## src/hdl/ledfc_params.svh

```systemverilog
`ifndef LEDFC_PARAMS_SVH
`define LEDFC_PARAMS_SVH
`define LEDFC_WORD_W 16
`define LEDFC_RESET_WORD 16'hE67F
`define LEDFC_BRIGHT_MSB 6
`define LEDFC_SEL_LSB 7
`define LEDFC_SEL_MSB 8
`define LEDFC_ROLE_BIT 9
`define LEDFC_THRESH_BIT 10
`define LEDFC_CUR_LSB 11
`define LEDFC_CUR_MSB 12
`define LEDFC_TIME_LSB 13
`define LEDFC_TIME_MSB 14
`define LEDFC_PSAVE_BIT 15
`define LEDFC_NARROW_TAP 7
`define LEDFC_WIDE_TAP 15
`define LEDFC_TIME_CODE0 8'h11
`define LEDFC_TIME_CODE1 8'h21
`define LEDFC_TIME_CODE2 8'h41
`define LEDFC_TIME_CODE3 8'h81
`define LEDFC_OSC_DIV 8'h02
`endif

```

## src/hdl/ledfc_pkg.sv

```systemverilog
package ledfc_pkg;
   typedef enum logic [1:0] {
      LEDFC_SEL_NONE = 2'h0,
      LEDFC_SEL_OPEN = 2'h1,
      LEDFC_SEL_SHORT = 2'h2,
      LEDFC_SEL_LEAK = 2'h3
   } ledfc_sel_t;
   typedef enum logic [2:0] {
      LEDFC_IDLE = 3'h1,
      LEDFC_RUN = 3'h2,
      LEDFC_DONE = 3'h4
   } ledfc_state_t;
endpackage : ledfc_pkg

```

## src/hdl/ledfc_hidden_timer.sv

```systemverilog
`timescale 1ns/1ps
`default_nettype none
`include "ledfc_params.svh"
module ledfc_hidden_timer
   import ledfc_pkg::*;
(
   // Clock and reset
   input wire logic clock,
   input wire logic reset,
   // Control
   input wire logic start,
   input wire logic [1:0] time_code,
   // Status
   output logic active
);
   ledfc_state_t state;
   logic [7:0] count;
   logic [7:0] div;
   logic tick;
   function automatic logic [7:0] cycles_of(input logic [1:0] code);
      case (code)
         2'h0: cycles_of = `LEDFC_TIME_CODE0;
         2'h1: cycles_of = `LEDFC_TIME_CODE1;
         2'h2: cycles_of = `LEDFC_TIME_CODE2;
         default: cycles_of = `LEDFC_TIME_CODE3;
      endcase
   endfunction : cycles_of
   // Internal oscillator as an enable pulse
   always_ff @(posedge clock or posedge reset) begin
      if (reset) begin
         div <= 8'h00;
      end else if ((start && state != LEDFC_RUN) ||
                   (div == `LEDFC_OSC_DIV - 8'h01)) begin
         // Restart the timebase so every run lasts whole ticks
         div <= 8'h00;
      end else begin
         div <= div + 8'h01;
      end
   end
   assign tick = (div == `LEDFC_OSC_DIV - 8'h01);
   always_ff @(posedge clock or posedge reset) begin
      if (reset) begin
         state <= LEDFC_IDLE;
         count <= 8'h00;
         active <= 1'b0;
      end else begin
         case (state)
            LEDFC_IDLE: begin
               if (start) begin
                  state <= LEDFC_RUN;
                  count <= cycles_of(time_code);
                  active <= 1'b1;
               end
            end
            LEDFC_RUN: begin
               if (tick) begin
                  if (count == 8'h01) begin
                     state <= LEDFC_DONE;
                     active <= 1'b0;
                  end
                  count <= count - 8'h01;
               end
            end
            LEDFC_DONE: begin
               if (start) begin
                  state <= LEDFC_RUN;
                  count <= cycles_of(time_code);
                  active <= 1'b1;
               end else begin
                  state <= LEDFC_IDLE;
               end
            end
            default: begin
               state <= LEDFC_IDLE;
               active <= 1'b0;
            end
         endcase
      end
   end
endmodule : ledfc_hidden_timer
`default_nettype wire

```

## src/hdl/ledfc_sync.sv

```systemverilog
`timescale 1ns/1ps
`default_nettype none
module ledfc_sync (
   // Clock and reset
   input wire logic clock,
   input wire logic reset,
   // Pin and result
   input wire logic pin,
   output logic level,
   output logic rise
);
   logic s1;
   logic s2;
   logic s3;
   always_ff @(posedge clock or posedge reset) begin
      if (reset) begin
         s1 <= 1'b0;
         s2 <= 1'b0;
         s3 <= 1'b0;
         level <= 1'b0;
      end else begin
         s1 <= pin;
         s2 <= s1;
         s3 <= s2;
         if (s2 == s3) begin
            level <= s3;
         end
      end
   end
   assign rise = (s2 == s3) && s3 && !level;
endmodule : ledfc_sync
`default_nettype wire

```

## src/hdl/ledfc_top.sv

```systemverilog
`timescale 1ns/1ps
`default_nettype none
`include "ledfc_params.svh"
module ledfc_top
   import ledfc_pkg::*;
(
   // Clock and reset
   input wire logic clock,
   input wire logic reset,
   // Serial link from host
   input wire logic serial_shift_clock,
   input wire logic serial_data_in,
   input wire logic load_strobe,
   input wire logic gate_pin,
   output logic serial_data_out,
   // Status sources
   input wire logic [15:0] open_led_flag,
   input wire logic thermal_error_flag,
   input wire logic [15:0] shorted_led_flag,
   input wire logic thermal_prewarning,
   input wire logic [15:0] leakage_flag,
   input wire logic reference_short_flag,
   // Control outputs
   output logic [15:0] function_control_word,
   output logic [6:0] global_brightness_code,
   output logic [1:0] status_load_select,
   output logic gate_pin_role_select,
   output logic short_threshold_select,
   output logic [1:0] hidden_detect_current,
   output logic [1:0] hidden_detect_time,
   output logic power_save_enable,
   output logic [15:0] output_enable,
   output logic hidden_detect_mode,
   output logic power_save
);
   import ledfc_pkg::*;
   localparam int W = `LEDFC_WORD_W;
   logic sclk_level;
   logic sclk_rise;
   logic din_level;
   logic lat_level;
   logic lat_rise;
   logic gate_level;
   logic [W-1:0] shift_word;
   logic [W-1:0] onoff_word;
   logic narrow_tap;
   logic fc_write;
   logic onoff_write;
   logic hidden_active;
   logic hidden_start;
   ledfc_sync u_sync_sclk (.clock(clock), .reset(reset),
      .pin(serial_shift_clock), .level(sclk_level), .rise(sclk_rise));
   ledfc_sync u_sync_din (.clock(clock), .reset(reset),
      .pin(serial_data_in), .level(din_level), .rise());
   ledfc_sync u_sync_lat (.clock(clock), .reset(reset),
      .pin(load_strobe), .level(lat_level), .rise(lat_rise));
   ledfc_sync u_sync_gate (.clock(clock), .reset(reset),
      .pin(gate_pin), .level(gate_level), .rise());

   assign narrow_tap = !function_control_word[`LEDFC_ROLE_BIT] && !gate_level;
   // Strobe edge with shift clock high writes the control word, except in narrow tap mode
   assign fc_write = lat_rise && sclk_level && !narrow_tap;
   assign onoff_write = lat_rise && !sclk_level;

   function automatic logic [W-1:0] status_word(input logic [1:0] sel,
      input logic [W-1:0] opn, input logic [W-1:0] shr,
      input logic [W-1:0] lek, input logic te, input logic pw,
      input logic rs, input logic [W-1:0] keep);
      case (sel)
         LEDFC_SEL_OPEN: status_word = opn | {{(W-1){1'b0}}, te};
         LEDFC_SEL_SHORT: status_word = shr | {{(W-1){1'b0}}, pw};
         LEDFC_SEL_LEAK: status_word = lek | {{(W-1){1'b0}}, rs};
         default: status_word = keep;
      endcase
   endfunction : status_word

   // Shift register: sampled at shift clock rise
   always_ff @(posedge clock or posedge reset) begin
      if (reset) begin
         shift_word <= '0;
      end else if (onoff_write) begin
         shift_word <= status_word(status_load_select, open_led_flag,
            shorted_led_flag, leakage_flag, thermal_error_flag,
            thermal_prewarning, reference_short_flag, shift_word);
      end else if (sclk_rise) begin
         shift_word <= {shift_word[W-2:0], din_level};
      end
   end

   // Control word: all bits in one edge, shift register left alone
   always_ff @(posedge clock or posedge reset) begin
      if (reset) begin
         function_control_word <= `LEDFC_RESET_WORD;
      end else if (fc_write) begin
         function_control_word <= shift_word;
      end
   end

   always_ff @(posedge clock or posedge reset) begin
      if (reset) begin
         onoff_word <= '0;
      end else if (onoff_write) begin
         onoff_word <= shift_word;
      end
   end

   // Field outputs, registered from the control word
   always_ff @(posedge clock or posedge reset) begin
      if (reset) begin
         global_brightness_code <= 7'h7F;
         status_load_select <= 2'h0;
         gate_pin_role_select <= 1'b1;
         short_threshold_select <= 1'b1;
         hidden_detect_current <= 2'h0;
         hidden_detect_time <= 2'h3;
         power_save_enable <= 1'b1;
      end else begin
         global_brightness_code <=
            function_control_word[`LEDFC_BRIGHT_MSB:0];
         status_load_select <=
            function_control_word[`LEDFC_SEL_MSB:`LEDFC_SEL_LSB];
         gate_pin_role_select <=
            function_control_word[`LEDFC_ROLE_BIT];
         short_threshold_select <=
            function_control_word[`LEDFC_THRESH_BIT];
         hidden_detect_current <=
            function_control_word[`LEDFC_CUR_MSB:`LEDFC_CUR_LSB];
         hidden_detect_time <=
            function_control_word[`LEDFC_TIME_MSB:`LEDFC_TIME_LSB];
         power_save_enable <=
            function_control_word[`LEDFC_PSAVE_BIT];
      end
   end

   // Serial output tap
   always_ff @(posedge clock or posedge reset) begin
      if (reset) begin
         serial_data_out <= 1'b0;
      end else if (narrow_tap) begin
         serial_data_out <= shift_word[`LEDFC_NARROW_TAP];
      end else begin
         serial_data_out <= shift_word[`LEDFC_WIDE_TAP];
      end
   end

   // Hidden detection after an on/off write when current is nonzero and no run is active
   assign hidden_start = onoff_write &&
      (function_control_word[`LEDFC_CUR_MSB:`LEDFC_CUR_LSB] != 2'h0);
   ledfc_hidden_timer u_timer (.clock(clock), .reset(reset),
      .start(hidden_start),
      .time_code(function_control_word[`LEDFC_TIME_MSB:`LEDFC_TIME_LSB]),
      .active(hidden_active));

   always_ff @(posedge clock or posedge reset) begin
      if (reset) begin
         output_enable <= '0;
         hidden_detect_mode <= 1'b0;
         power_save <= 1'b0;
      end else begin
         hidden_detect_mode <= hidden_active;
         if (function_control_word[`LEDFC_ROLE_BIT] && gate_level) begin
            output_enable <= '0;
         end else if (hidden_active) begin
            output_enable <= '1;
         end else begin
            output_enable <= onoff_word;
         end
         power_save <= function_control_word[`LEDFC_PSAVE_BIT] &&
            (onoff_word == '0) && !hidden_active;
      end
   end

   chk_fc_capture:
   assert property (@(posedge clock) disable iff (reset)
      fc_write |=> function_control_word == $past(shift_word))
      else $error("control word not captured");
   chk_shift_kept:
   assert property (@(posedge clock) disable iff (reset)
      fc_write && !sclk_rise |=> shift_word == $past(shift_word))
      else $error("shift register changed on control write");
   chk_narrow_block:
   assert property (@(posedge clock) disable iff (reset)
      lat_rise && narrow_tap |=> $stable(function_control_word))
      else $error("control written in narrow tap mode");
   chk_fields_follow:
   assert property (@(posedge clock) disable iff (reset)
      fc_write |=> ##1 global_brightness_code == $past(shift_word[6:0], 2))
      else $error("brightness field wrong");
   chk_tap_wide:
   assert property (@(posedge clock) disable iff (reset)
      !narrow_tap |=> serial_data_out == $past(shift_word[15]))
      else $error("wide tap wrong");
   chk_gate_off:
   assert property (@(posedge clock) disable iff (reset)
      function_control_word[9] && gate_level |=> output_enable == '0)
      else $error("outputs not forced off");
   chk_psave_on:
   assert property (@(posedge clock) disable iff (reset)
      function_control_word[15] && onoff_word == '0 && !hidden_active
      |=> power_save)
      else $error("power save not entered");
   chk_psave_off:
   assert property (@(posedge clock) disable iff (reset)
      !function_control_word[15] |=> !power_save)
      else $error("power save entered while disabled");
   chk_onoff_load:
   assert property (@(posedge clock) disable iff (reset)
      onoff_write |=> onoff_word == $past(shift_word))
      else $error("on/off latch not loaded");
   chk_hidden_len:
   assert property (@(posedge clock) disable iff (reset)
      hidden_start && function_control_word[14:13] == 2'h0 && !hidden_active
      |=> hidden_active [*8])
      else $error("hidden detect ended early");
   chk_tap_narrow:
   assert property (@(posedge clock) disable iff (reset)
      narrow_tap |=> serial_data_out == $past(shift_word[7]))
      else $error("narrow tap wrong");
   chk_sel_field:
   assert property (@(posedge clock) disable iff (reset)
      fc_write |=> ##1 status_load_select == $past(shift_word[8:7], 2))
      else $error("status select field wrong");
   chk_role_field:
   assert property (@(posedge clock) disable iff (reset)
      fc_write |=> ##1 gate_pin_role_select == $past(shift_word[9], 2))
      else $error("gate role field wrong");
   chk_thresh_field:
   assert property (@(posedge clock) disable iff (reset)
      fc_write |=> ##1 short_threshold_select == $past(shift_word[10], 2))
      else $error("short threshold field wrong");
   chk_current_field:
   assert property (@(posedge clock) disable iff (reset)
      fc_write |=> ##1 hidden_detect_current == $past(shift_word[12:11], 2))
      else $error("hidden current field wrong");
   chk_time_field:
   assert property (@(posedge clock) disable iff (reset)
      fc_write |=> ##1 hidden_detect_time == $past(shift_word[14:13], 2))
      else $error("hidden time field wrong");
   chk_psave_field:
   assert property (@(posedge clock) disable iff (reset)
      fc_write |=> ##1 power_save_enable == $past(shift_word[15], 2))
      else $error("power save field wrong");
   chk_load_none:
   assert property (@(posedge clock) disable iff (reset)
      onoff_write && status_load_select == LEDFC_SEL_NONE
      |=> shift_word == $past(shift_word))
      else $error("status loaded with none selected");
   chk_load_open:
   assert property (@(posedge clock) disable iff (reset)
      onoff_write && status_load_select == LEDFC_SEL_OPEN
      |=> shift_word == ($past(open_led_flag) |
      {{(W-1){1'b0}}, $past(thermal_error_flag)}))
      else $error("open status not loaded");
   chk_load_short:
   assert property (@(posedge clock) disable iff (reset)
      onoff_write && status_load_select == LEDFC_SEL_SHORT
      |=> shift_word == ($past(shorted_led_flag) |
      {{(W-1){1'b0}}, $past(thermal_prewarning)}))
      else $error("short status not loaded");
   chk_load_leak:
   assert property (@(posedge clock) disable iff (reset)
      onoff_write && status_load_select == LEDFC_SEL_LEAK
      |=> shift_word == ($past(leakage_flag) |
      {{(W-1){1'b0}}, $past(reference_short_flag)}))
      else $error("leakage status not loaded");
   chk_hidden_off:
   assert property (@(posedge clock) disable iff (reset)
      onoff_write && !hidden_active &&
      function_control_word[`LEDFC_CUR_MSB:`LEDFC_CUR_LSB] == 2'h0
      |=> !hidden_active)
      else $error("hidden detect ran with zero current");
   chk_hidden_on:
   assert property (@(posedge clock) disable iff (reset)
      hidden_start && !hidden_active |=> hidden_active)
      else $error("hidden detect not started");
   chk_hidden_all_on:
   assert property (@(posedge clock) disable iff (reset)
      hidden_active && !(function_control_word[9] && gate_level)
      |=> output_enable == '1)
      else $error("outputs not all on in hidden detect");
   chk_outputs_follow:
   assert property (@(posedge clock) disable iff (reset)
      !hidden_active && !(function_control_word[9] && gate_level)
      |=> output_enable == $past(onoff_word))
      else $error("outputs do not follow on/off latch");
   chk_onoff_fc_kept:
   assert property (@(posedge clock) disable iff (reset)
      onoff_write |=> $stable(function_control_word))
      else $error("control word changed on on/off write");
   chk_fc_onoff_kept:
   assert property (@(posedge clock) disable iff (reset)
      fc_write |=> $stable(onoff_word))
      else $error("on/off latch changed on control write");
endmodule : ledfc_top
`default_nettype wire

```

## config.mk

```make
export PLATFORM = sky130hd
export DESIGN_NAME = ledfc_top
export DESIGN_NICKNAME = d
export VERILOG_FILES = /design/src/hdl/ledfc_pkg.sv /design/src/hdl/ledfc_hidden_timer.sv /design/src/hdl/ledfc_sync.sv /design/src/hdl/ledfc_top.sv
export VERILOG_INCLUDE_DIRS = /design/src /design/src/hdl
export SDC_FILE = /design/constraint.sdc
export NUM_CORES = 1
export LEC_CHECK = 0
export ABC_AREA = 1
export ABC_CLOCK_PERIOD_IN_PS = 4700
export BUFFER_PORTS_ARGS = -buffer_cell sky130_fd_sc_hd__buf_2
export CELL_PAD_IN_SITES_DETAIL_PLACEMENT = 1
export CELL_PAD_IN_SITES_GLOBAL_PLACEMENT = 1
export CORE_UTILIZATION = 44
export DETAILED_ROUTE_END_ITERATION = 12
export GPL_ROUTABILITY_DRIVEN = 0
export PLACE_DENSITY = 0.89
export SLEW_MARGIN = 0
export SYNTH_ARGS = -nofsm -noshare
export SYNTH_HDL_FRONTEND = slang
export SYNTH_SLANG_ARGS = --single-unit
```

## constraint.sdc

```tcl
create_clock -name clock -period 4.7 [get_ports clock]
set_input_delay 0 -clock clock [delete_from_list [all_inputs] [get_ports clock]]
set_output_delay 0 -clock clock [all_outputs]
set_load 0.02 [all_outputs]
```

# --- After elaboration in Yosys (flattened, before gate mapping) ---
# Index checks and enable logic that the tools add are counted.
word_totals:
  regBits: 119
  elab_cells: 109
  output_inout_bits: 51
classes:
  n_addsub: 2
  n_bitwise: 3
  reduce_logical: 30
  n_eq_ne: 20
  n_mux: 20
op_table:
  columns: ["op", "n"]
  rows:
  - ["16-bit two-way mux", 4]
  - ["16-bit by 1-bit OR with 16-bit output", 3]
  - ["16-bit one-hot mux with 3 select lines", 1]
  - ["8-bit two-way mux", 3]
  - ["8-bit one-hot mux with 3 select lines", 1]
  - ["8-bit by 1-bit equality test with 1-bit output, second input constant", 2]
  - ["16-bit logical NOT", 1]
  - ["8-bit one-hot mux with 2 select lines", 1]
  - ["1-bit logical AND", 13]
  - ["3-bit two-way mux", 3]
  - ["3-bit one-hot mux with 3 select lines", 1]
  - ["3-bit AND reduction", 3]
  - ["8-bit by 1-bit adder with 8-bit output, second input constant", 1]
  - ["2-bit by 1-bit != test with 1-bit output, second input constant", 4]
  - ["8-bit by 1-bit subtractor with 8-bit output, second input constant", 1]
  - ["2-bit equality test, second input constant", 3]
  - ["1-bit logical NOT", 6]
  - ["2-bit nonzero test", 3]
  - ["1-bit equality test", 4]
  - ["2-bit by 1-bit equality test with 1-bit output, second input constant", 2]
  - ["1-bit two-way mux", 4]
  - ["4-bit by 1-bit != test with 1-bit output, second input constant", 1]
  - ["3-bit by 1-bit equality test with 1-bit output, second input constant", 1]
  - ["3-bit by 2-bit equality test with 1-bit output, second input constant", 1]
  - ["other kinds (8)", 8]

# --- Longest topological paths before layout ---
depth:
  ltp_word: 8
  mapped_depth: 10

# --- Modules after synthesis ---
# From an unflattened synthesis, not the netlist that was laid out.
unflattened:
  hier_cells: 621
  hier_area_um2: 5376.4
by_module_without_submodules:
  columns: ["module", "cells_per_inst", "area_per_inst_um2", "seq_area_each_um2", "n_inst"]
  rows:
  - ["ledfc_top", 415, 3584.7, 2107.0, 1]
  - ["ledfc_hidden_timer", 158, 1236.2, 501.7, 1]
  - ["ledfc_sync", 12, 138.9, 100.1, 4]

# --- Worst setup path before layout ---
# Ideal clock, no wire load.
synth_path:
  kind: "register -> register"
  from: "reg u_sync_lat.s3"
  to: "reg shift_word[15]"
  arrival_ps: 1277
  setup_time_ps: 117
  t_required_ps: 4583
  stages_incl_launch_ff: 9
  slack_ps: 3306
  n_path_buf: 1
  synth_period_minus_slack_ps: 1394
  cell_sequence: "dfrtp_1 > ha_1 > inv_1 > nor2_1 > nand2_1 > clkbuf_1 > nand2_1 > nand3_1 > nand2_1"
synth_between:
  elab_chain_cells: 6
  word_cells_on_any_way: 8
  cone_classes: "2 x eq/ne; 1 x mux; 5 x reduce/logical"
synth_lines:
  columns: ["element", "line", "source"]
  rows:
  - ["start, declared", "ledfc_sync.sv:14", "logic s3;"]
  - ["start signal, assigned", "ledfc_sync.sv:19", "s3 <= 1'b0;"]
  - ["start signal, assigned", "ledfc_sync.sv:24", "s3 <= s2;"]
  - ["1-bit equality test", "ledfc_sync.sv:30", "assign rise = (s2 == s3) && s3 && !level;"]
  - ["1-bit logical AND * (2 in a row)", "ledfc_sync.sv:30", null]
  - ["1-bit logical AND *", "ledfc_top.sv:63", "assign onoff_write = lat_rise && !sclk_level;"]
  - ["4-bit by 1-bit != test with 1-bit output (no line) or 2-bit nonzero test (tied branches)", null, null]
  - ["2-bit AND reduction (no line)", null, null]
  - ["end signal, assigned", "ledfc_top.sv:82", "shift_word <= status_word(status_load_select, open_led_flag,"]
  - ["end signal, assigned", "ledfc_top.sv:86", "shift_word <= {shift_word[W-2:0], din_level};"]
  - ["end, declared", "ledfc_top.sv:44", "logic [W-1:0] shift_word;"]
# Mark *: on every way between the ends. The rest lies on a longest branch, timed or not.
# A chain may end at the register's enable or synchronous reset.

# --- Final worst setup path ---
layout_path:
  from: "reg u_sync_lat.s3"
  to: "reg shift_word[4]"
# The elaborated chain is that of the path after synthesis.

==> run metrics <==
Crit-path slowest cell nand2_2; element type at the critical path end flop; post-route cell area 6640 um2; Hold EP shift_word[0]$_DFFE_PP0P_; share of Yosys cell area claimed by the top area cell type 46.5%; Max Fclk 356 MHz; Area Growth Syn to Fin 31.2%; DRC Markers 0; Final nets 765; Comb power frac 31.8%; hold_sp open_led_flag[0]; clock skew 13.1 ps; Post-CTS Setup Bufs 0; Synth area leader dfrtp_1; fin. max-slew vios 0; WL final 16.5 mm; min Tclk post-route 2810 ps; register area share after synthesis 59.4%; clock buffer depth 2; Yosys reg bits 119; Min Hold Slack -6.17 ps; Internal 2.83 mW; sequential share of power 38.4%; Clock transition at path regs 60 ps; Clk network pwr share 29.8%; worst skew pair latency 430 ps; Sw Share 40.2%; GRT busiest layer met2; Worst Reg-to-Reg Cells 9; WHS Path Cells 5; total track usage 29.7%; placed cell area 5680 um2; cts repair resizes 0; vias in the first global route 5004; cell count after synthesis 564; crit share post-route 59.8%; CTS sink cnt 119; Reg2Reg Setup Slack 1890 ps; crit-path cells ha_1 > inv_1 > nor2_1 > nand2_2 > a21oi_1 > nand3_1 > dlygate4sd3_1 > nand3_1 > nand2_1; CTS HTree Levels 4; final setup vio count 0; syn avg cell area 8.98 um2; number of synthesized flops with an enable pin 0; RSZ-0062 raised after global routing no; Worst slew margin 25.5%; Synthesis Warnings 0; cell repeated most along the worst path nand3_1; I/O Pins 108; most common cell in the netlist nand2_1; met2 Track Usage GR 51.6%; kind of critical path reg2reg; HP Class in2reg; Buf+Inv Stages, Crit Path 2; Tot Pwr 4.73 mW; row count 38; die area 11900 um2; Crit Path Max Fanout 63; Die X-Extent 109 um; CP max stage delay 660 ps; DRT Pass-1 Iters 6; reg2reg end shift_word[4]$_DFFE_PP0P_; fill cell count 1279; layout cells sized above 1 25.7%; Synth top cells by count 132 x nand2_1, 94 x dfrtp_1, 82 x nand3_1; vias after detailed routing 4648; via/cell ratio 5.44; Worst-Margin Slew 1110 ps; post-synthesis cell area 5060 um2; DRT iter0 DRCs 296; met3 GRT Util 5.92%; Multi-input gate area 1720 um2; Max-Cap Viols 0; RR Startpoint u_sync_lat.s3$_DFF_PP0_; met1 usage 35.5%; setup TNS 0 ps; Reg area 3010 um2; Unique masters post-synth 28; mean routed wirelength per cell 19.3 um; ys flop type dfrtp_1; CP required 5010 ps; syn_nets 627; failing checks negative hold slack; Initial Util 45.9%; I/O Buffers 107; CTS buffer count 17; CTS root buffer clkbuf_16; Post-DP HPWL 9.75 mm; Leakage Power 3.27 nW; final hold vios 1; CTS Hold Bufs 32; Antenna Nets Post-Route 0; Top Family by Delay on Critical Path simple AND/OR/NAND/NOR gates; Async SR Flop Fraction 100%; die height 109 um; largest net degree at the start of global routing 86; global-route wire length before repair 26.3 mm; antenna cells 0; status finished with violations; CTS tree done; CP Launch Type flop; Overflow after GRT 0; power per cell area 713 nW/um2; core footprint 11000 um2; Arrival @ worst endpoint 3120 ps; worst vdd ir 0.380 mV; NetSw 1.90 mW; initial antenna violation count 0; synth top area cells dfrtp_1 46%, dfstp_2 13%, nand2_1 9.8%
-- area by class of cell --
class | instances | area share (%)
Timing Repair Buffer | 140 | 13.0
Inverter | 62 | 3.54
Tap cell | 140 | 2.64
Clock inverter | 15 | 3.24
Clock buffer | 17 | 6.40
Multi-Input combinational cell | 362 | 25.9
Sequential cell | 119 | 45.3
-- power by group through the flow --
stage	Combinational [mW]	Clock (mW)	Sequential, mW
after floorplan	0.739	0	1.93
after global placement	1.31	0	1.77
after detailed placement	1.41	0	1.80
after CTS	1.49	1.42	1.81
after global routing	1.65	1.46	1.86
final	1.51	1.41	1.82
-- metrics by stage --
step	setup WS [ps]	hold slack [ps]	utilization (%)	cells
final	1890	-6.17	60.2	855
after global placement	2720	109	51.5	791
after global routing	1720	30.6	60.2	855
after floorplan	1580	31.4	-	564
after detailed placement	2580	110	51.5	791
after CTS	1980	7.42	60.2	855
-- how the worst max path moves through the flow --
stage                                  from                                     to  slack (ps)  cells after the start
global route        u_sync_lat.s2$_DFF_PP0_              shift_word[2]$_DFFE_PP0P_        1720                      9
floorplan                             reset  function_control_word[11]$_DFFE_PP0P_        1580                      1
global placement    u_sync_lat.s3$_DFF_PP0_             shift_word[12]$_DFFE_PP0P_        2720                      8
detailed placement  u_sync_lat.s3$_DFF_PP0_              shift_word[4]$_DFFE_PP0P_        2580                      8
finish              u_sync_lat.s3$_DFF_PP0_              shift_word[4]$_DFFE_PP0P_        1890                      9
CTS                 u_sync_lat.s2$_DFF_PP0_              shift_word[4]$_DFFE_PP0P_        1980                      9
-- per-layer routing --
layer / wire (um) / vias up / part of all wire [%]
met4: 466 / 0 / 2.8
li1: - / 2104 / -
met3: 827 / 40 / 5.0
met1: 6760 / 2314 / 41
met2: 8410 / 190 / 51
met5: 0 / - / 0
-- state kept, by name, indices dropped and copies added (netlist names), 2 cells and up --
register                cells
status_load_select          2
onoff_word                 16
function_control_word      16
hidden_detect_time          2
u_timer.div                 8
shift_word                 16
global_brightness_code      7
u_timer.count               8
u_timer.state               3
output_enable              16
hidden_detect_current       2
-- cells by family after synthesis --
kind of cell,after synthesis,synth area share (%)
AND/OR/NAND/NOR,274,23.5
flip-flops,119,59.4
buffers and inverters,83,6.67
AO/OA/AOI/OAI,78,8.15
adder cells (fa/ha/maj),8,1.88
XOR/XNOR,2,0.346
-- placed cells by master (no fill, tap or decap), types with 7 or more instances in the layout --
cell,n
nor3_1,7
dlygate4sd3_1,32
inv_1,57
clkbuf_16,17
o21ai_0,38
dfrtp_1,94
buf_2,107
dfstp_2,25
nand3_1,82
nand2_1,131
a21oi_1,32
nor2_1,37
-- worst reg2reg max path, stage by stage, from the launching register on --
cell and delay (ps):
dfrtp_1 360, ha_1 190, inv_1 60, nor2_1 170, nand2_2 660, a21oi_1 430, nand3_1 120, dlygate4sd3_1 580
nand3_1 80, nand2_1 60
Note: power is estimated with default switching activity, not from simulation.
